$ cat config.mk
export PLATFORM = sky130hd
export DESIGN_NAME = rtu_sensor_node
export DESIGN_NICKNAME = d
export VERILOG_FILES = /design/src/rtu_cfg_pkg.sv /design/src/rtu_serial_port.sv /design/src/rtu_sensor_node.sv
export VERILOG_INCLUDE_DIRS = /design/src /design/src/src
export SDC_FILE = /design/constraint.sdc
export NUM_CORES = 1
export LEC_CHECK = 0
export BUFFER_PORTS_ARGS = -buffer_cell sky130_fd_sc_hd__buf_4
export CAP_MARGIN = 15
export CORE_MARGIN = 2
export CORE_UTILIZATION = 50
export DETAILED_ROUTE_END_ITERATION = 10
export GPL_TIMING_DRIVEN = 0
export PLACE_DENSITY_LB_ADDON = 0.3
export RECOVER_POWER = 50
export REMOVE_ABC_BUFFERS = 1
export SLEW_MARGIN = 20
export SYNTH_ARGS = -nofsm -noshare
export SYNTH_HDL_FRONTEND = slang
export SYNTH_HIERARCHICAL = 1
export SYNTH_SLANG_ARGS = --single-unit
$ cat constraint.sdc
create_clock -name MCLK -period 13.2 [get_ports MCLK]
set_input_delay 2.64 -clock MCLK [delete_from_list [all_inputs] [get_ports MCLK]]
set_output_delay 2.64 -clock MCLK [all_outputs]
set_load 0.02 [all_outputs]
$ cat src/rtu_sensor_regs.svh
// Register numbers, field limits, reset values and timing figures of the sensor node.
// Assumes inclusion by bare name from files that also compile rtu_cfg_pkg.
`ifndef RTU_SENSOR_REGS_SVH
`define RTU_SENSOR_REGS_SVH

// Holding register numbers as the master sees them, in decimal terms (0x9c41 = 40001).
`define REG_NODE_ADDR     16'h9c41
`define REG_LINE_SETUP    16'h9c42
`define REG_DELAYS        16'h9c43
`define REG_CONV_STATUS   16'h9c70
`define REG_CHAN0_DATA    16'h9c71
// Protocol address of a register is its number less the first register number.
`define PDU_OF(n)         ((n) - 16'h9c41)

// Reset values of the settable registers.
`define RST_NODE_ADDR     16'h0001
`define RST_LINE_SETUP    16'h0035
`define RST_DELAYS        16'h0003

// Field limits.
`define NODE_ADDR_MIN     16'h0001
`define NODE_ADDR_MAX     16'h00df
`define BAUD_CODE_MIN     5'h05
`define BAUD_CODE_MAX     5'h09
`define RESP_DELAY_MAX    8'h3f
`define EOQ_DELAY_MAX     8'h30
`define FRAME_MODE_8N1    2'h3

// Function and exception codes, and frame sizes.
`define FN_READ_HOLD      8'h03
`define FN_WRITE_ONE      8'h06
`define FN_EXC_FLAG       8'h80
`define EXC_BAD_FN        8'h01
`define EXC_BAD_ADDR      8'h02
`define EXC_BAD_VALUE     8'h03
`define REQ_BYTES         4'h8
`define MAX_READ_WORDS    16'h0010
`define CRC_INIT          16'hffff
`define CRC_POLY          16'ha001

// Timing: clock, conversions, silence and milliseconds.
`define CLK_HZ            40000000
`define CONV_PER_SEC      25
`define MS_PER_SEC        1000
`define T35_BIT_TIMES     39

`endif

$ cat src/rtu_cfg_pkg.sv
// Types shared by the sensor node, its checker and its bench.
// Assumes rtu_sensor_regs.svh for all numeric constants.
`default_nettype none
package rtu_cfg_pkg;
  // The three settable registers, kept and restored as one word.
  typedef struct packed {
    logic [15:0] delays;
    logic [15:0] line_setup;
    logic [15:0] node_addr;
  } cfg_type;

  // Kind of reply that the node builds.
  typedef enum logic [1:0] {RSP_READ, RSP_ECHO, RSP_EXC} rsp_kind_type;

  // Request handling sequence.
  typedef enum logic [2:0] {ST_RX, ST_EXEC, ST_WAIT, ST_SEND, ST_DRAIN} state_type;
endpackage
`default_nettype wire

$ cat src/rtu_serial_port.sv
// Character-level serial port: one receiver and one transmitter, 8 data bits.
// Assumes rxd is already synchronised to clk and div is clocks per bit time.
`include "rtu_sensor_regs.svh"
`default_nettype none
module rtu_serial_port #(
  parameter int DIV_W = 16
) (
  input  wire logic             clk,
  input  wire logic             rst_n,
  input  wire logic [DIV_W-1:0] div,
  input  wire logic [1:0]       frame_mode,
  input  wire logic             rxd,
  output logic                  rx_valid,
  output logic [7:0]            rx_data,
  output logic                  rx_err,
  input  wire logic             tx_start,
  input  wire logic [7:0]       tx_data,
  output logic                  tx_busy,
  output logic                  txd
);
  logic             has_par;   // Parity bit present (modes 1 and 2).
  logic [3:0]       nbits;     // Bits in one character, start and stop included.
  logic [DIV_W-1:0] rx_cnt_r;  // Cycles to the next receive sample.
  logic [3:0]       rx_idx_r;  // Index of the bit to sample next.
  logic             rx_on_r;   // Receiver inside a character.
  logic [7:0]       rx_sh_r;   // Data bits gathered so far.
  logic             rx_bad_r;  // Parity or stop fault seen in this character.
  logic [10:0]      tx_sh_r;   // Bits still to send, LSB next.
  logic [3:0]       tx_left_r; // Bits remaining, current one included.
  logic [DIV_W-1:0] tx_cnt_r;  // Cycles left in the current bit.

  // Framing: modes 1 and 2 carry parity and one stop, mode 3 one stop, mode 0 two stops.
  assign has_par = (frame_mode == 2'h1) || (frame_mode == 2'h2);
  assign nbits   = (frame_mode == `FRAME_MODE_8N1) ? 4'ha : 4'hb;
  assign tx_busy = (tx_left_r != 4'h0);

  // Parity bit for a byte under the current mode; odd when mode is 1.
  function automatic logic par_of(input logic [7:0] d, input logic [1:0] m);
    par_of = (^d) ^ (m == 2'h1);
  endfunction

  // Receiver: samples mid-bit, checks start, parity and every stop bit.
  always_ff @(posedge clk or negedge rst_n) begin
    if (!rst_n) begin
      rx_cnt_r <= '0;
      rx_idx_r <= 4'h0;
      rx_on_r  <= 1'b0;
      rx_sh_r  <= 8'h00;
      rx_bad_r <= 1'b0;
      rx_valid <= 1'b0;
      rx_data  <= 8'h00;
      rx_err   <= 1'b0;
    end else begin
      rx_valid <= 1'b0;
      if (!rx_on_r) begin
        // A low level on an idle line starts a character; sample half a bit later.
        if (!rxd) begin
          rx_on_r  <= 1'b1;
          rx_idx_r <= 4'h0;
          rx_bad_r <= 1'b0;
          rx_cnt_r <= div >> 1;
        end
      end else if (rx_cnt_r != '0) begin
        rx_cnt_r <= rx_cnt_r - 1'b1;
      end else begin
        rx_cnt_r <= div - 1'b1;
        rx_idx_r <= rx_idx_r + 4'h1;
        if (rx_idx_r == 4'h0) begin
          // A glitch that is gone by mid start bit is not a character.
          if (rxd) rx_on_r <= 1'b0;
        end else if (rx_idx_r <= 4'h8) begin
          rx_sh_r <= {rxd, rx_sh_r[7:1]};
        end else if (rx_idx_r == 4'h9 && has_par) begin
          if (rxd != par_of(rx_sh_r, frame_mode)) rx_bad_r <= 1'b1;
        end else if (!rxd) begin
          rx_bad_r <= 1'b1;
        end
        // The last stop bit closes the character.
        if (rx_idx_r == nbits - 4'h1) begin
          rx_on_r  <= 1'b0;
          rx_valid <= 1'b1;
          rx_data  <= rx_sh_r;
          rx_err   <= rx_bad_r || !rxd;
        end
      end
    end
  end

  // Transmitter: loads a whole character and shifts it out LSB first.
  always_ff @(posedge clk or negedge rst_n) begin
    if (!rst_n) begin
      tx_sh_r   <= '1;
      tx_left_r <= 4'h0;
      tx_cnt_r  <= '0;
      txd       <= 1'b1;
    end else if (tx_left_r == 4'h0) begin
      if (tx_start) begin
        txd       <= 1'b0;
        tx_sh_r   <= {2'b11, has_par ? par_of(tx_data, frame_mode) : 1'b1, tx_data};
        tx_left_r <= nbits;
        tx_cnt_r  <= div - 1'b1;
      end
    end else if (tx_cnt_r != '0) begin
      tx_cnt_r <= tx_cnt_r - 1'b1;
    end else begin
      tx_left_r <= tx_left_r - 4'h1;
      tx_cnt_r  <= div - 1'b1;
      // The line rests high once the last stop bit has run its time.
      txd       <= (tx_left_r == 4'h1) ? 1'b1 : tx_sh_r[0];
      tx_sh_r   <= {1'b1, tx_sh_r[10:1]};
    end
  end
endmodule
`default_nettype wire

$ cat src/rtu_sensor_node.sv
// Sensor node: three-channel conversion buffer answering an RTU master over RS-485.
// Assumes a same-clock converter handshake and a same-clock nonvolatile store.
`include "rtu_sensor_regs.svh"
`default_nettype none
module rtu_sensor_node #(
  parameter int CLK_HZ     = `CLK_HZ,
  parameter int MS_CYCLES  = `CLK_HZ / `MS_PER_SEC,
  parameter int CONV_CYCLES = `CLK_HZ / `CONV_PER_SEC,
  parameter int NCHAN      = 3
) (
  input  wire logic                  MCLK,
  input  wire logic                  RST_N,
  input  wire logic                  RXD,
  output logic                       TXD,
  output logic                       TX_EN,
  output logic                       ADC_START,
  output logic [1:0]                 ADC_CHAN,
  input  wire logic                  ADC_DONE,
  input  wire logic [15:0]           ADC_RESULT,
  input  wire logic                  NV_LOAD,
  input  wire rtu_cfg_pkg::cfg_type  NV_CFG_IN,
  output logic                       NV_SAVE,
  output rtu_cfg_pkg::cfg_type       NV_CFG_OUT
);
  rtu_cfg_pkg::cfg_type      cfg_r;                // Live settings.
  logic [15:0]               data_r [NCHAN];       // Newest result per channel.
  logic [7:0]                conv_cnt_r;           // Conversion counter.
  logic [2:0]                last_chan_r;          // Channel of the newest result.
  logic [31:0]               conv_tmr_r;           // Cycles since the last conversion start.
  logic                      rxd_s1_r, rxd_s2_r;   // Line synchroniser.
  logic [7:0]                rxb_r [8];            // Request bytes.
  logic [3:0]                rx_n_r;               // Request bytes seen, saturating.
  logic                      rx_bad_r;             // Character fault or overlong frame.
  logic [15:0]               rx_crc_r;             // Running check over the request.
  logic [23:0]               tmr_r;                // Silence and delay timer.
  rtu_cfg_pkg::state_type    st_r;                 // Request sequence.
  rtu_cfg_pkg::rsp_kind_type kind_r;               // Reply being sent.
  logic [7:0]                code_r;               // Exception code.
  logic [5:0]                len_r;                // Reply bytes before the check word.
  logic [5:0]                idx_r;                // Reply byte being sent.
  logic [15:0]               tx_crc_r;             // Running check over the reply.
  logic                      tx_go_r;              // One-cycle character start.
  logic [7:0]                tx_byte_r;            // Character to send.
  logic [15:0]               div;                  // Clocks per bit time.
  logic                      rx_valid, rx_err, tx_busy;
  logic [7:0]                rx_data;
  logic [15:0]               req_addr, req_val;    // Register address and value or count.
  logic [23:0]               sil_lim;              // Silence that ends a request.
  logic                      frame_ok;             // Request is whole, sound and ours.
  rtu_cfg_pkg::rsp_kind_type ex_kind;              // Decoded reply kind.
  logic [7:0]                ex_code;              // Decoded exception code.
  logic                      ex_wr;                // Decoded register write.
  logic [7:0]                nxt_byte;             // Next reply byte.

  // One step of the reflected check sequence.
  function automatic logic [15:0] crc_step(input logic [15:0] c, input logic [7:0] d);
    logic [15:0] r;
    r = c ^ {8'h00, d};
    for (int i = 0; i < 8; i++) r = r[0] ? ((r >> 1) ^ `CRC_POLY) : (r >> 1);
    return r;
  endfunction

  // Value read at a protocol address; unmapped addresses inside the range read as zero.
  function automatic logic [15:0] reg_read(input logic [15:0] a);
    logic [15:0] c;
    c = a - 16'(`PDU_OF(`REG_CHAN0_DATA));
    if (a == 16'(`PDU_OF(`REG_NODE_ADDR)))            return cfg_r.node_addr;
    else if (a == 16'(`PDU_OF(`REG_LINE_SETUP)))      return cfg_r.line_setup;
    else if (a == 16'(`PDU_OF(`REG_DELAYS)))          return cfg_r.delays;
    else if (a == 16'(`PDU_OF(`REG_CONV_STATUS)))     return {5'h00, last_chan_r, conv_cnt_r};
    else if (a >= 16'(`PDU_OF(`REG_CHAN0_DATA)) && c < 16'(NCHAN)) return data_r[c[1:0]];
    else                                              return 16'h0000;
  endfunction

  // Whether a value may go into a settable register.
  function automatic logic wr_ok(input logic [15:0] a, input logic [15:0] v);
    if (a == 16'(`PDU_OF(`REG_NODE_ADDR)))
      return v >= `NODE_ADDR_MIN && v <= `NODE_ADDR_MAX;
    else if (a == 16'(`PDU_OF(`REG_LINE_SETUP)))
      return v[4:0] >= `BAUD_CODE_MIN && v[4:0] <= `BAUD_CODE_MAX;
    else
      return v[7:0] <= `RESP_DELAY_MAX && v[15:8] <= `EOQ_DELAY_MAX;
  endfunction

  // Clocks per bit for a baud code.
  function automatic logic [15:0] baud_div(input logic [4:0] code);
    case (code)
      5'h06:   return 16'(CLK_HZ / 19200);
      5'h07:   return 16'(CLK_HZ / 38400);
      5'h08:   return 16'(CLK_HZ / 57600);
      5'h09:   return 16'(CLK_HZ / 115200);
      default: return 16'(CLK_HZ / 9600);
    endcase
  endfunction

  assign div      = baud_div(cfg_r.line_setup[4:0]);
  assign req_addr = {rxb_r[2], rxb_r[3]};
  assign req_val  = {rxb_r[4], rxb_r[5]};
  // Silence is 3.5 characters plus the end-of-query time.
  assign sil_lim  = 24'(`T35_BIT_TIMES * div) + 24'(cfg_r.delays[15:8] * MS_CYCLES);
  assign frame_ok = rx_n_r == `REQ_BYTES && !rx_bad_r && rx_crc_r == 16'h0000 &&
                    {8'h00, rxb_r[0]} == cfg_r.node_addr;

  // The character engine for the line.
  rtu_serial_port #(.DIV_W(16)) port_u (
    .clk        (MCLK),
    .rst_n      (RST_N),
    .div        (div),
    .frame_mode (cfg_r.line_setup[6:5]),
    .rxd        (rxd_s2_r),
    .rx_valid   (rx_valid),
    .rx_data    (rx_data),
    .rx_err     (rx_err),
    .tx_start   (tx_go_r),
    .tx_data    (tx_byte_r),
    .tx_busy    (tx_busy),
    .txd        (TXD)
  );

  // Two flip-flops bring the receive pin into the clock domain.
  always_ff @(posedge MCLK or negedge RST_N) begin
    if (!RST_N) begin
      rxd_s1_r <= 1'b1;
      rxd_s2_r <= 1'b1;
    end else begin
      rxd_s1_r <= RXD;
      rxd_s2_r <= rxd_s1_r;
    end
  end

  // Decodes a finished request into a reply kind, a code and a possible write.
  always_comb begin
    ex_kind = rtu_cfg_pkg::RSP_EXC;
    ex_code = `EXC_BAD_FN;
    ex_wr   = 1'b0;
    if (rxb_r[1] == `FN_READ_HOLD) begin
      if (req_val == 16'h0000 || req_val > `MAX_READ_WORDS) ex_code = `EXC_BAD_VALUE;
      else if (17'(req_addr) + 17'(req_val) > 17'(`PDU_OF(`REG_CHAN0_DATA) + NCHAN))
        ex_code = `EXC_BAD_ADDR;
      else ex_kind = rtu_cfg_pkg::RSP_READ;
    end else if (rxb_r[1] == `FN_WRITE_ONE) begin
      if (req_addr > 16'(`PDU_OF(`REG_DELAYS))) ex_code = `EXC_BAD_ADDR;
      else if (!wr_ok(req_addr, req_val)) ex_code = `EXC_BAD_VALUE;
      else begin
        ex_kind = rtu_cfg_pkg::RSP_ECHO;
        ex_wr   = 1'b1;
      end
    end
  end

  // Reply byte at the current index; the check word follows the body, low byte first.
  always_comb begin
    logic [5:0]  k;
    logic [15:0] w;
    k = idx_r - 6'h3;
    w = reg_read(req_addr + {11'h000, k[5:1]});
    if (idx_r == len_r)                 nxt_byte = tx_crc_r[7:0];
    else if (idx_r > len_r)             nxt_byte = tx_crc_r[15:8];
    else if (kind_r == rtu_cfg_pkg::RSP_ECHO) nxt_byte = rxb_r[idx_r[2:0]];
    else if (idx_r == 6'h0)             nxt_byte = rxb_r[0];
    else if (idx_r == 6'h1)
      nxt_byte = (kind_r == rtu_cfg_pkg::RSP_EXC) ? (rxb_r[1] | `FN_EXC_FLAG) : rxb_r[1];
    else if (idx_r == 6'h2)
      nxt_byte = (kind_r == rtu_cfg_pkg::RSP_EXC) ? code_r : {req_val[6:0], 1'b0};
    else                                nxt_byte = k[0] ? w[7:0] : w[15:8];
  end

  // Settings: defaults at reset, restored from the store, changed by accepted writes.
  always_ff @(posedge MCLK or negedge RST_N) begin
    if (!RST_N) begin
      cfg_r      <= '{`RST_DELAYS, `RST_LINE_SETUP, `RST_NODE_ADDR};
      NV_SAVE    <= 1'b0;
      NV_CFG_OUT <= '{`RST_DELAYS, `RST_LINE_SETUP, `RST_NODE_ADDR};
    end else begin
      NV_SAVE <= 1'b0;
      if (st_r == rtu_cfg_pkg::ST_EXEC && frame_ok && ex_wr) begin
        // A write is handed to the store at once so it survives power loss.
        case (req_addr[1:0])
          2'h0:    begin cfg_r.node_addr  <= req_val; NV_CFG_OUT <= '{cfg_r.delays, cfg_r.line_setup, req_val}; end
          2'h1:    begin cfg_r.line_setup <= req_val; NV_CFG_OUT <= '{cfg_r.delays, req_val, cfg_r.node_addr}; end
          default: begin cfg_r.delays     <= req_val; NV_CFG_OUT <= '{req_val, cfg_r.line_setup, cfg_r.node_addr}; end
        endcase
        NV_SAVE <= 1'b1;
      end else if (NV_LOAD) begin
        cfg_r      <= NV_CFG_IN;
        NV_CFG_OUT <= NV_CFG_IN;
      end
    end
  end

  // Conversion pacing and result buffer.
  always_ff @(posedge MCLK or negedge RST_N) begin
    if (!RST_N) begin
      conv_tmr_r  <= 32'h0000_0000;
      ADC_START   <= 1'b0;
      ADC_CHAN    <= 2'h0;
      conv_cnt_r  <= 8'h00;
      last_chan_r <= 3'h0;
      for (int i = 0; i < NCHAN; i++) data_r[i] <= 16'h0000;
    end else begin
      ADC_START <= 1'b0;
      if (conv_tmr_r == 32'(CONV_CYCLES - 1)) begin
        conv_tmr_r <= 32'h0000_0000;
        ADC_START  <= 1'b1;
        ADC_CHAN   <= (ADC_CHAN == 2'(NCHAN - 1)) ? 2'h0 : ADC_CHAN + 2'h1;
      end else begin
        conv_tmr_r <= conv_tmr_r + 32'h0000_0001;
      end
      if (ADC_DONE) begin
        data_r[ADC_CHAN] <= ADC_RESULT;
        conv_cnt_r       <= conv_cnt_r + 8'h01;
        last_chan_r      <= {1'b0, ADC_CHAN};
      end
    end
  end

  // Request gathering, decision, delay and reply.
  always_ff @(posedge MCLK or negedge RST_N) begin
    if (!RST_N) begin
      st_r      <= rtu_cfg_pkg::ST_RX;
      rx_n_r    <= 4'h0;
      rx_bad_r  <= 1'b0;
      rx_crc_r  <= `CRC_INIT;
      tmr_r     <= 24'h000000;
      kind_r    <= rtu_cfg_pkg::RSP_EXC;
      code_r    <= 8'h00;
      len_r     <= 6'h0;
      idx_r     <= 6'h0;
      tx_crc_r  <= `CRC_INIT;
      tx_go_r   <= 1'b0;
      tx_byte_r <= 8'h00;
      TX_EN     <= 1'b0;
      for (int i = 0; i < 8; i++) rxb_r[i] <= 8'h00;
    end else begin
      tx_go_r <= 1'b0;
      case (st_r)
        rtu_cfg_pkg::ST_RX: begin
          if (rx_valid) begin
            // Each character restarts the silence timer.
            tmr_r    <= 24'h000000;
            rx_crc_r <= crc_step(rx_crc_r, rx_data);
            if (rx_n_r < `REQ_BYTES) rxb_r[rx_n_r[2:0]] <= rx_data;
            else rx_bad_r <= 1'b1;
            if (rx_n_r <= `REQ_BYTES) rx_n_r <= rx_n_r + 4'h1;
            if (rx_err) rx_bad_r <= 1'b1;
          end else if (rx_n_r != 4'h0) begin
            if (tmr_r >= sil_lim) st_r <= rtu_cfg_pkg::ST_EXEC;
            else tmr_r <= tmr_r + 24'h000001;
          end
        end
        rtu_cfg_pkg::ST_EXEC: begin
          rx_n_r   <= 4'h0;
          rx_bad_r <= 1'b0;
          rx_crc_r <= `CRC_INIT;
          tmr_r    <= 24'h000000;
          kind_r   <= ex_kind;
          code_r   <= ex_code;
          len_r    <= (ex_kind == rtu_cfg_pkg::RSP_READ) ? 6'(6'h3 + {req_val[4:0], 1'b0}) :
                      (ex_kind == rtu_cfg_pkg::RSP_ECHO) ? 6'h6 : 6'h3;
          idx_r    <= 6'h0;
          tx_crc_r <= `CRC_INIT;
          // A foreign or damaged request is dropped without a word.
          st_r     <= frame_ok ? rtu_cfg_pkg::ST_WAIT : rtu_cfg_pkg::ST_RX;
        end
        rtu_cfg_pkg::ST_WAIT: begin
          // The master's transceiver gets the response delay to let go of the line.
          if (tmr_r >= 24'(cfg_r.delays[7:0] * MS_CYCLES)) begin
            st_r  <= rtu_cfg_pkg::ST_SEND;
            TX_EN <= 1'b1;
          end else tmr_r <= tmr_r + 24'h000001;
        end
        rtu_cfg_pkg::ST_SEND: begin
          if (!tx_busy && !tx_go_r) begin
            if (idx_r == len_r + 6'h2) st_r <= rtu_cfg_pkg::ST_DRAIN;
            else begin
              tx_go_r   <= 1'b1;
              tx_byte_r <= nxt_byte;
              idx_r     <= idx_r + 6'h1;
              if (idx_r < len_r) tx_crc_r <= crc_step(tx_crc_r, nxt_byte);
            end
          end
        end
        rtu_cfg_pkg::ST_DRAIN: begin
          // The driver stays on until the last stop bit has left.
          if (!tx_busy) begin
            TX_EN <= 1'b0;
            st_r  <= rtu_cfg_pkg::ST_RX;
          end
        end
        default: st_r <= rtu_cfg_pkg::ST_RX;
      endcase
    end
  end
endmodule
`default_nettype wire

==> reports/qor_table.md, run 1 <==
| Quantity | Value |
|---|---|
| Most frequent cell after synthesis | dfrtp_1 |
| Die span in x | 244 um |
| Max cap viols | 8 |
| Finished layout cell area | 0.0320 mm2 |
| Failing checks | capacitance limit, slew limit |
| Final cell utilization of the core | 55.8% |
| RR Startpoint | cfg_r[17] |
| Final setup violation count | 0 |
| Clock latency of the later-clocked register in the worst-skew pair | 610 ps |
| Setup_tns | 0 ps |
| Commonest cells in the netlist | 357 x dfrtp_1, 277 x nand2_1, 225 x inv_1, 222 x a21oi_1, 214 x ha_1 |
| Launch point of the worst hold path | rxd_s1_r |
| Final hold viol count | 0 |
| Buffers inserted by post-CTS timing repair | 0 |
| P_leak | 15.1 nW |
| I/O Pins | 123 |
| Synth Cell Area | 0.0288 mm2 |
| Type of origin of the critical path | primary input |
| Area growth, synth to finish | 11.1% |
| Share of post-route cells with drive strength above 1 | 15.5% |
| Number of enable flip-flop cells after synthesis | 0 |
| Final worst-path setup slack | 2680 ps |
| DRC violation total after the first TritonRoute iteration | 1910 |
| Final critical-path share of the clock period | 79.7% |
| Met3 track demand over resource | 4.42% |
| Number of detailed-route iterations in the first pass | 6 |
| Detailed-route wire length per cell | 21.8 um |
| Number of nets still failing antenna checks after routing | 0 |
| Total power draw | 4.34 mW |
| Root buffer cell | clkbuf_16 |
| Inserted Clock Buffers | 46 |
| Run status | finished with violations |
| GR Util met1 | 37.3% |
| Total number of H-tree levels | 2 |
| Critical Setup Path Class | in2async |
| Initial antenna violation count | 0 |
| Aggregate global-route resource usage | 28.7% |
| Full die area | 0.0596 mm2 |
| Worst slew margin | -220% |
| Antenna cell count | 0 |
| Post-synthesis sequential area ratio | 36.4% |
| Top fanout value on the critical path | 90 |
| Clk_skew | 24.8 ps |
| Top flip-flop cell by instance count after synthesis | dfrtp_1 |
| Total placed instance area | 0.0306 mm2 |
| Via count of the first global-routing pass | 24.0k |
| Core Region | 0.0574 mm2 |
| Initial core utilization | 50.3% |
| Avg Cell Area, Syn | 9.50 um2 |
| Resized Gates After CTS | 0 |
| Worst hold slack | 360 ps |
| WP data required | 13440 ps |
| Area share of the largest cell type after synthesis | 31.0% |
| Largest vdd supply drop | 0.163 mV |
| Routed via count | 23.9k |
| Number of placed cells counting well taps | 3815 |
| Yosys Warn Count | 6 |
| Cell taking the most area after synthesis | dfrtp_1 |
| Maximum frequency from static timing analysis | 95.1 MHz |
| Count of non-filler cells in the finished layout | 3899 |
| Met2 Use GR | 47.7% |
| Post-route DRC violation count | 0 |
| Flip-flop and latch count after synthesis | 416 |
| Gp weighted congestion | 0.983 |
| Unique masters post-synth | 101 |
| Wire length of the first global-routing pass | 136000 um |
| Worst-case setup slack after placement | 2440 ps |
| Layer carrying the most global-route usage | met2 |
| Maximum number of pins on one net before global-route repair | 91 |
| Minimum clock period after layout | 10520 ps |
| Global-route congestion overflow total | 0 |
| Chip Height | 244 um |
| Post-detail-place hpwl | 62400 um |
| Clock buffer depth | 3 |
| Port Buf Inserts | 122 |
| Share of flip-flops with an asynchronous set or reset after synthesis | 100% |
| Sinks on the clock net | 416 |
| CTS Hold Bufs | 0 |
| Layout Nets | 3431 |
| Unrepaired setup endpoints after global routing | no |
| Pins over their slew limit | 491 |
| Clock tree from TritonCTS | done |
| Worst slew pin tran | 4800 ps |
| FP Rows | 88 |
| Path category of the worst min-delay check | reg2reg |
| Overall routed net length | 85000 um |
| Gate count after technology mapping | 3035 |
| Areal power density over the cells | 135 mW/mm2 |
| Via density | 6.13 |
| Crit path launch | RST_N |
| Arrival time of the worst setup path | 10760 ps |
| Worst setup EP type | asynchronous set/reset pin |
| Ranking of synthesized cells by area | dfrtp_1 31%, ha_1 9.3%, dfstp_2 5.4%, mux2_2 5.3%, a21oi_1 3.9% |
| Clk slew on worst S/H paths | 60 ps |
logic make-up after synthesis:
kind of cell             share of synthesized area [%]
XOR/XNOR                                          5.92
multiplexers                                      10.4
AO/OA/AOI/OAI                                     14.6
flip-flops                                        36.4
buffers and inverters                             4.86
AND/OR/NAND/NOR                                   15.0
other                                           0.0260
adder cells (fa/ha/maj)                           12.8
where the power goes:
part	total (mW)	leakage (nW)	internal (mW)	switching, mW
sequential	1.43	5.28	1.34	0.0902
clock	1.40	0.812	0.830	0.566
combinational	1.51	8.98	0.677	0.832
metal layers:
layer  wire length [um]  part of all wire, %
met1              35400                   42
met2              40500                   48
met3               5450                  6.4
met4               3720                  4.4
met5                  0                    0
path summary, 6_finish.rpt:
path                             endpoint  depth (start not counted)  slack [ps]
min in group asynchronous       tmr_r[20]                          1        3220
worst min-delay path             rxd_s2_r                          0         360
worst min register to register   rxd_s2_r                          0         360
worst max-delay path            data_r[4]                          3        2680
max in group MCLK               tmr_r[19]                         36        2730
worst max register to register  tmr_r[19]                         36        2730
sequential cells by signal, summed over array words and instances (netlist names), 9 cells and up:
| signal | count |
|---|---|
| cfg_r | 48 |
| rx_crc_r | 16 |
| rxb_r | 32 |
| port_u/rx_cnt_r | 16 |
| port_u/tx_sh_r | 9 |
| port_u/tx_cnt_r | 16 |
| req_addr | 16 |
| tx_crc_r | 16 |
| conv_tmr_r | 32 |
| NV_CFG_OUT | 48 |
| tmr_r | 24 |
| req_val | 16 |
| data_r | 48 |
critical path, stage by stage:
cell and delay, ps:
clkbuf_1 2430, clkbuf_1 3510, clkbuf_2 2000
cell type report:
cell class              count  area (um2)
repair buffers            149        1080
fillers                  5036       25300
clock inverters            24         315
inverters                 225         845
well taps                 765         957
clock buffers              60        1330
flip-flops and latches    416       10500
multi-input cells        2260       17000
cell usage in the layout (no fill, tap or decap), types with 46 or more instances in the layout:
cell type / instances
a21oi_1: 222
buf_4: 129
clkbuf_16: 47
dfrtp_1: 355
dfstp_2: 59
fa_1: 50
ha_1: 213
inv_1: 225
mux2_2: 134
mux2i_1: 107
nand2_1: 275
nand3_1: 82
nor2_1: 177
nor2b_1: 46
nor3_1: 55
o21ai_0: 130
xnor2_1: 107
xor2_1: 80
(Power assumes the default switching activity.)
==> run 2: changes to the inputs <==
--- a/config.mk
+++ b/config.mk
@@ -6,6 +6,7 @@
 export SDC_FILE = /design/constraint.sdc
 export NUM_CORES = 1
 export LEC_CHECK = 0
+export ABC_AREA = 1
 export BUFFER_PORTS_ARGS = -buffer_cell sky130_fd_sc_hd__buf_4
 export CAP_MARGIN = 15
 export CORE_MARGIN = 2
==> constraint.sdc (replaced) <==
create_clock -name MCLK -period 10.7 [get_ports MCLK]
set_input_delay 2.14 -clock MCLK [delete_from_list [all_inputs] [get_ports MCLK]]
set_output_delay 2.14 -clock MCLK [all_outputs]
set_load 0.02 [all_outputs]
==> run 2 against run 1 <==
  * The flow still finishes with violations (capacitance limit, slew limit)
  * Cell count is 21% higher
  * Non-clock buffer count is 14 lower
  * Wire length is 1.2% higher
  * Power is 24% higher
  * Sequential power is 23% higher
  * Final area is 2.1% higher
  * Die area is 1.8% higher
  * First-iteration DRC count is 20% higher
  * Via count is 11% higher
  * Flip-flop and latch count stayed put
  * Core utilization is 0.61 points higher
  * Largest power group unchanged
  * Sequential share of layout area is 0.66 points lower
==> reports/qor_table.md, run 2 <==
| Quantity | Value |
|---|---|
| Run status | finished with violations |
| Failing checks | capacitance limit, slew limit |
| Clk slew on worst S/H paths | 60 ps |
| Via density | 5.59 |
| Leading registers by flop count | NV_CFG_OUT: 48 flops, cfg_r: 48 flops, data_r: 48 flops |
| Wire length of the first global-routing pass | 136000 um |
| Aggregate global-route resource usage | 28.5% |
| Ranking of synthesized cells by area | dfrtp_1 30%, nand2_1 11%, ha_1 9.1%, inv_1 7.1%, dfstp_2 5.3% |
| Unrepaired setup endpoints after global routing | no |
| Unique masters post-synth | 70 |
| Port Buf Inserts | 122 |
| Number of enable flip-flop cells after synthesis | 0 |
| WP data required | 11180 ps |
| I/O Pins | 123 |
| Final critical-path share of the clock period | 90.5% |
| Worst setup EP type | register |
| Capture point of the worst reg-to-reg path | tmr_r[13] |
| DRC violation total after the first TritonRoute iteration | 2293 |
| Full die area | 0.0607 mm2 |
| Count of non-filler cells in the finished layout | 4737 |
| Path category of the worst min-delay check | reg2reg |
| Total number of H-tree levels | 2 |
| Cell with the most instances on the worst path | inv_1 |
| Critical Setup Path Class | reg2reg |
| Die span in x | 246 um |
| Launch point of the worst hold path | rxd_s1_r |
| Sinks on the clock net | 416 |
| Gp weighted congestion | 0.991 |
| Leading cell types in the layout, fill and taps excluded | 840 x nand2_1, 557 x inv_1, 356 x dfrtp_1, 310 x o21ai_0, 280 x nor2_1 |
| Clk_skew | 29.0 ps |
| Via count of the first global-routing pass | 25.0k |
| Chip Height | 246 um |
| Initial antenna violation count | 1 |
| Synth Cell Area | 0.0294 mm2 |
| Worst slew margin | -169% |
| Core Region | 0.0579 mm2 |
| Final setup violation count | 0 |
| FP Rows | 88 |
| Post-synthesis sequential area ratio | 35.7% |
| Post-detail-place hpwl | 64700 um |
| Setup_tns | 0 ps |
| Clock latency of the later-clocked register in the worst-skew pair | 620 ps |
| Slowest CP cell | dfstp_2 |
| Overall routed net length | 86100 um |
| Buffers inserted by post-CTS timing repair | 0 |
| Share of flip-flops with an asynchronous set or reset after synthesis | 100% |
| Routed via count | 26.5k |
| Area growth, synth to finish | 11.3% |
| Most frequent cell after synthesis | nand2_1 |
| P_leak | 16.3 nW |
| Number of nets still failing antenna checks after routing | 0 |
| Inserted Clock Buffers | 48 |
| Largest vdd supply drop | 0.184 mV |
| Global-route congestion overflow total | 0 |
| Avg Cell Area, Syn | 7.64 um2 |
| Clock buffer depth | 3 |
| Maximum frequency from static timing analysis | 103 MHz |
| Number of placed cells counting well taps | 4647 |
| Commonest cells in the netlist | 840 x nand2_1, 555 x inv_1, 357 x dfrtp_1, 303 x o21ai_0, 286 x nor2_1 |
| Worst r2r path cells | 53 |
| Setup slack of the worst register-to-register path | 1010 ps |
| Number of detailed-route iterations in the first pass | 6 |
| Areal power density over the cells | 164 mW/mm2 |
| Share of post-route cells with drive strength above 1 | 10.0% |
| Pins over their slew limit | 427 |
| Max stage delay on crit path | 570 ps |
| Most frequent standard cell in the layout excluding fill and tap cells | nand2_1 |
| Antenna cell count | 0 |
| Flip-flop and latch count after synthesis | 416 |
| Top fanout value on the critical path | 13 |
| Count of cells along the worst hold path | 0 |
| Max cap viols | 6 |
| Initial core utilization | 50.7% |
| Detailed-route wire length per cell | 18.2 um |
| Maximum number of pins on one net before global-route repair | 95 |
| Arrival time of the worst setup path | 10170 ps |
| Cell taking the most area after synthesis | dfrtp_1 |
| Final hold viol count | 0 |
| Top flip-flop cell by instance count after synthesis | dfrtp_1 |
| Yosys Warn Count | 6 |
| Gate count after technology mapping | 3843 |
| Type of origin of the critical path | register |
| Clock tree from TritonCTS | done |
| RR Startpoint | cfg_r[16] |
| Worst slew pin tran | 4030 ps |
| Minimum clock period after layout | 9690 ps |
| Post-route DRC violation count | 0 |
| Layout Nets | 4265 |
| Root buffer cell | clkbuf_16 |
| Area share of the largest cell type after synthesis | 30.4% |
| Worst hold slack | 355 ps |
| Endpoint, Worst Hold | rxd_s2_r |
run 2: changes by cell type after synthesis, moves of 107 or more:
cell	delta
nand2_1	+563
inv_1	+330
mux2_2	-132
nand3_1	+134
mux2i_1	-107
o21ai_0	+173
run 2: layout make-up:
cell class / count / area, um2
clock buffer: 59 / 1320
clock inverter: 31 / 394
fill: 5431 / 25200
inverter: 573 / 2160
multi-input combinational: 2758 / 16300
sequential: 416 / 10500
tap: 765 / 957
timing repair buffer: 135 / 1060
run 2: worst max path at each step:
stage / from / end / slack [ps]
finish: cfg_r[16] / tmr_r[13] / 1010
global route: cfg_r[17] / tmr_r[11] / 50
CTS: cfg_r[17] / tmr_r[11] / 470
detailed placement: cfg_r[18] / tmr_r[11] / 500
global placement: cfg_r[16] / tmr_r[11] / -250
floorplan: cfg_r[16] / tmr_r[11] / 1850
run 2: per-stage QoR:
stage	setup slack, ps	total power [mW]	area (um2)	utilization [%]
finish	1010	5.36	32700	56.4
global route	52.8	5.78	32700	56.4
detailed placement	499	3.62	31100	53.8
CTS	475	5.42	32900	56.7
global placement	-248	3.57	30800	53.2
floorplan	1850	3.20	28900	-
run 2: logic make-up (layout without fill, tap and decap cells):
family | after synthesis | after routing | synth area share (%)
AO/OA/AOI/OAI | 745 | 745 | 14.6
adder cells (fa/ha/maj) | 264 | 264 | 12.5
AND/OR/NAND/NOR | 1596 | 1596 | 23.9
flip-flops | 416 | 416 | 35.7
XOR/XNOR | 141 | 141 | 4.21
multiplexers | 3 | 3 | 0.115
buffers and inverters | 676 | 798 | 8.88
other | 2 | 9 | 0.0256
run 2: timing repair:
action,in CTS,in global routing
hold buffers,0,0
endpoints found under the setup margin,0,12
gates resized for setup,0,4
run 2: critical path, delay by kind of cell, from the launching register on:
kind / cells / cell delay [ps]
buf+inv: 12 / 1960
compound gates: 14 / 1880
fa+ha+maj: 7 / 2420
xor+xnor: 2 / 270
flops: 1 / 570
simple gates: 18 / 2420
run 2: routing by layer:
| metal | share of wire [%] | track usage, % | vias to the layer above |
|---|---|---|---|
| met3 | 7.7 | 4.27 | 222 |
| met1 | 44 | 39.9 | 12500 |
| met5 | 0.015 | 0 | - |
| met2 | 43 | 43.1 | 955 |
| li1 | - | - | 12800 |
| met4 | 5.3 | 13.7 | 2 |
run 2: power breakdown:
| group | internal [mW] | switching (mW) | total [mW] |
|---|---|---|---|
| sequential | 1.66 | 0.0996 | 1.76 |
| combinational | 0.783 | 1.04 | 1.83 |
| clock | 1.04 | 0.739 | 1.78 |
==> run 3: changes to the inputs <==
--- a/config.mk
+++ b/config.mk
@@ -9,10 +9,11 @@
 export ABC_AREA = 1
 export BUFFER_PORTS_ARGS = -buffer_cell sky130_fd_sc_hd__buf_4
 export CAP_MARGIN = 15
+export CELL_PAD_IN_SITES_DETAIL_PLACEMENT = 2
+export CELL_PAD_IN_SITES_GLOBAL_PLACEMENT = 2
 export CORE_MARGIN = 2
-export CORE_UTILIZATION = 50
+export CORE_UTILIZATION = 38
 export DETAILED_ROUTE_END_ITERATION = 10
-export GPL_TIMING_DRIVEN = 0
 export PLACE_DENSITY_LB_ADDON = 0.3
 export RECOVER_POWER = 50
 export REMOVE_ABC_BUFFERS = 1
==> run 3 against run 2 <==
  * The run still ends with capacitance limit, slew limit left
  * Setup slack worse by 130 ps
  * Final area up 1.1%
  * Hold slack improved by 3.7 ps
  * Power increased by 6.1%
  * Wire length rose by 35%
  * First-iteration DRC count is 29% lower
  * Clock power is 4% higher
  * Clock-buffer cell count rose by 6
==> reports/qor_table.md, run 3 (synthesis results as in run 2) <==
| Quantity | Value |
|---|---|
| Area growth, synth to finish | 12.5% |
| Gp weighted congestion | 0.878 |
| Final cell utilization of the core | 43.4% |
| Maximum number of pins on one net before global-route repair | 155 |
| Failing checks | capacitance limit, slew limit |
| Most frequent standard cell in the layout excluding fill and tap cells | nand2_1 |
| Initial core utilization | 38.5% |
| Aggregate global-route resource usage | 29.5% |
| Post-route DRC violation count | 0 |
| Unrepaired setup endpoints after global routing | no |
| Leading registers by flop count | NV_CFG_OUT: 48 flops, cfg_r: 48 flops, data_r: 48 flops |
| Run status | finished with violations |
| Port Buf Inserts | 122 |
| Maximum frequency from static timing analysis | 102 MHz |
| Clock buffer depth | 3 |
| I/O Pins | 123 |
| Setup_tns | 0 ps |
| Clock tree from TritonCTS | done |
| Final hold viol count | 0 |
| Clock latency of the later-clocked register in the worst-skew pair | 640 ps |
| Final setup violation count | 0 |
| FP Rows | 101 |
| Routed via count | 28.0k |
| Critical path buffer and inverter count | 12 |
| Number of nets still failing antenna checks after routing | 0 |
| P_leak | 16.4 nW |
| Layout Nets | 4294 |
| Type of origin of the critical path | register |
| Critical Setup Path Class | reg2reg |
| Post-detail-place hpwl | 87600 um |
| Top fanout value on the critical path | 13 |
| Detailed-route wire length per cell | 23.1 um |
| Overall routed net length | 116000 um |
| Total placed instance area | 0.0314 mm2 |
| DRC violation total after the first TritonRoute iteration | 1637 |
| Max stage delay on crit path | 550 ps |
| Sinks on the clock net | 416 |
| Arrival time of the worst setup path | 10310 ps |
| Share of post-route cells with drive strength above 1 | 9.77% |
| Worst setup EP type | register |
| Total power draw | 5.69 mW |
| Wire length of the first global-routing pass | 182000 um |
| Finished layout cell area | 0.0330 mm2 |
| Path category of the worst min-delay check | reg2reg |
| Minimum clock period after layout | 9810 ps |
| WP data required | 11200 ps |
| Clk slew on worst S/H paths | 60 ps |
| CTS Hold Bufs | 0 |
| Inserted Clock Buffers | 52 |
| Leading cell types in the layout, fill and taps excluded | 840 x nand2_1, 556 x inv_1, 357 x dfrtp_1, 310 x o21ai_0, 283 x nor2_1 |
| Full die area | 0.0795 mm2 |
| Total number of H-tree levels | 2 |
| Root buffer cell | clkbuf_16 |
| Filler cells | 8830 |
| Number of placed cells counting well taps | 4927 |
| Cell with the most instances on the worst path | inv_1 |
| Worst slew margin | -167% |
| Slowest CP cell | fa_1 |
| Max cap viols | 5 |
| Cell internal pwr | 3.53 mW |
| Via count of the first global-routing pass | 30.8k |
| Initial antenna violation count | 5 |
| Clk_skew | 26.5 ps |
| Final critical-path share of the clock period | 91.7% |
| Switching share of power | 37.9% |
| Chip Height | 282 um |
| Worst slew pin tran | 4010 ps |
| Antenna cell count | 0 |
| Switch Pwr | 2.16 mW |
| Number of detailed-route iterations in the first pass | 5 |
| Areal power density over the cells | 172 mW/mm2 |
| Largest vdd supply drop | 0.130 mV |
| Global-route congestion overflow total | 0 |
| Sequential power share | 31.1% |
| Pins over their slew limit | 358 |
| Die span in x | 282 um |
| Share of power burned in combinational logic | 36.3% |
| Count of non-filler cells in the finished layout | 5034 |
| CP top delay family | adder cells |
| Clock network fraction of total power | 32.6% |
| Core Region | 0.0762 mm2 |
| Via density | 5.57 |
run 3: cell types whose count changed in the layout (fill, tap and decap cells not counted), sizes merged:
cell and delta:
clkbuf +34, buf -3, clkinv +3, clkinvlp -2, bufinv -1, inv +1
run 3: per-stage QoR:
stage | worst slack (ps) | hold WS [ps]
finish | 889 | 358
floorplan | 1850 | 345
global placement | 1390 | 345
global route | 39.5 | 372
detailed placement | 592 | 348
CTS | 464 | 360
run 3: what timing repair did:
action,in CTS,in global routing
setup endpoints to repair,0,12
resized for setup,0,4
setup buffers,0,10
run 3: worst paths after layout:
kind / startpoint / end / slack [ps] / depth (start not counted)
max in group asynchronous: RST_N / rxb_r[13] / 2340 / 2
min in group asynchronous: RST_N / tmr_r[13] / 2830 / 1
hold / removal: rxd_s1_r / rxd_s2_r / 360 / 0
setup reg to reg: cfg_r[18] / tmr_r[11] / 890 / 54
setup / recovery: cfg_r[18] / tmr_r[11] / 890 / 54
hold reg to reg: rxd_s1_r / rxd_s2_r / 360 / 0
run 3: power groups by stage:
stage | combinational [mW] | sequential (mW) | clock, mW
global placement | 1.87 | 1.79 | 0
CTS | 2.10 | 1.77 | 1.89
finish | 2.06 | 1.77 | 1.86
global route | 2.35 | 1.78 | 1.95
floorplan | 1.43 | 1.77 | 0
detailed placement | 2.05 | 1.79 | 0
run 3: routing by layer:
layer  vias to the layer above  part of all wire (%)  global-route usage [%]
met5                         -                 0.019                       0
met4                         4                   4.0                    10.2
met3                       219                   4.3                    2.94
met2                       652                    49                    51.5
met1                     14300                    43                    37.8
li1                      12900                     -                       -
run 3: cell type report:
type / count / area, um2 / share of cell area (%)
clock buffer: 65 / 1400 / 4.24
clock inverter: 32 / 365 / 1.11
inverter: 573 / 2160 / 6.54
multi-input combinational: 2758 / 16300 / 49.2
sequential: 416 / 10500 / 31.7
tap: 1030 / 1290 / 3.90
timing repair buffer: 160 / 1080 / 3.28
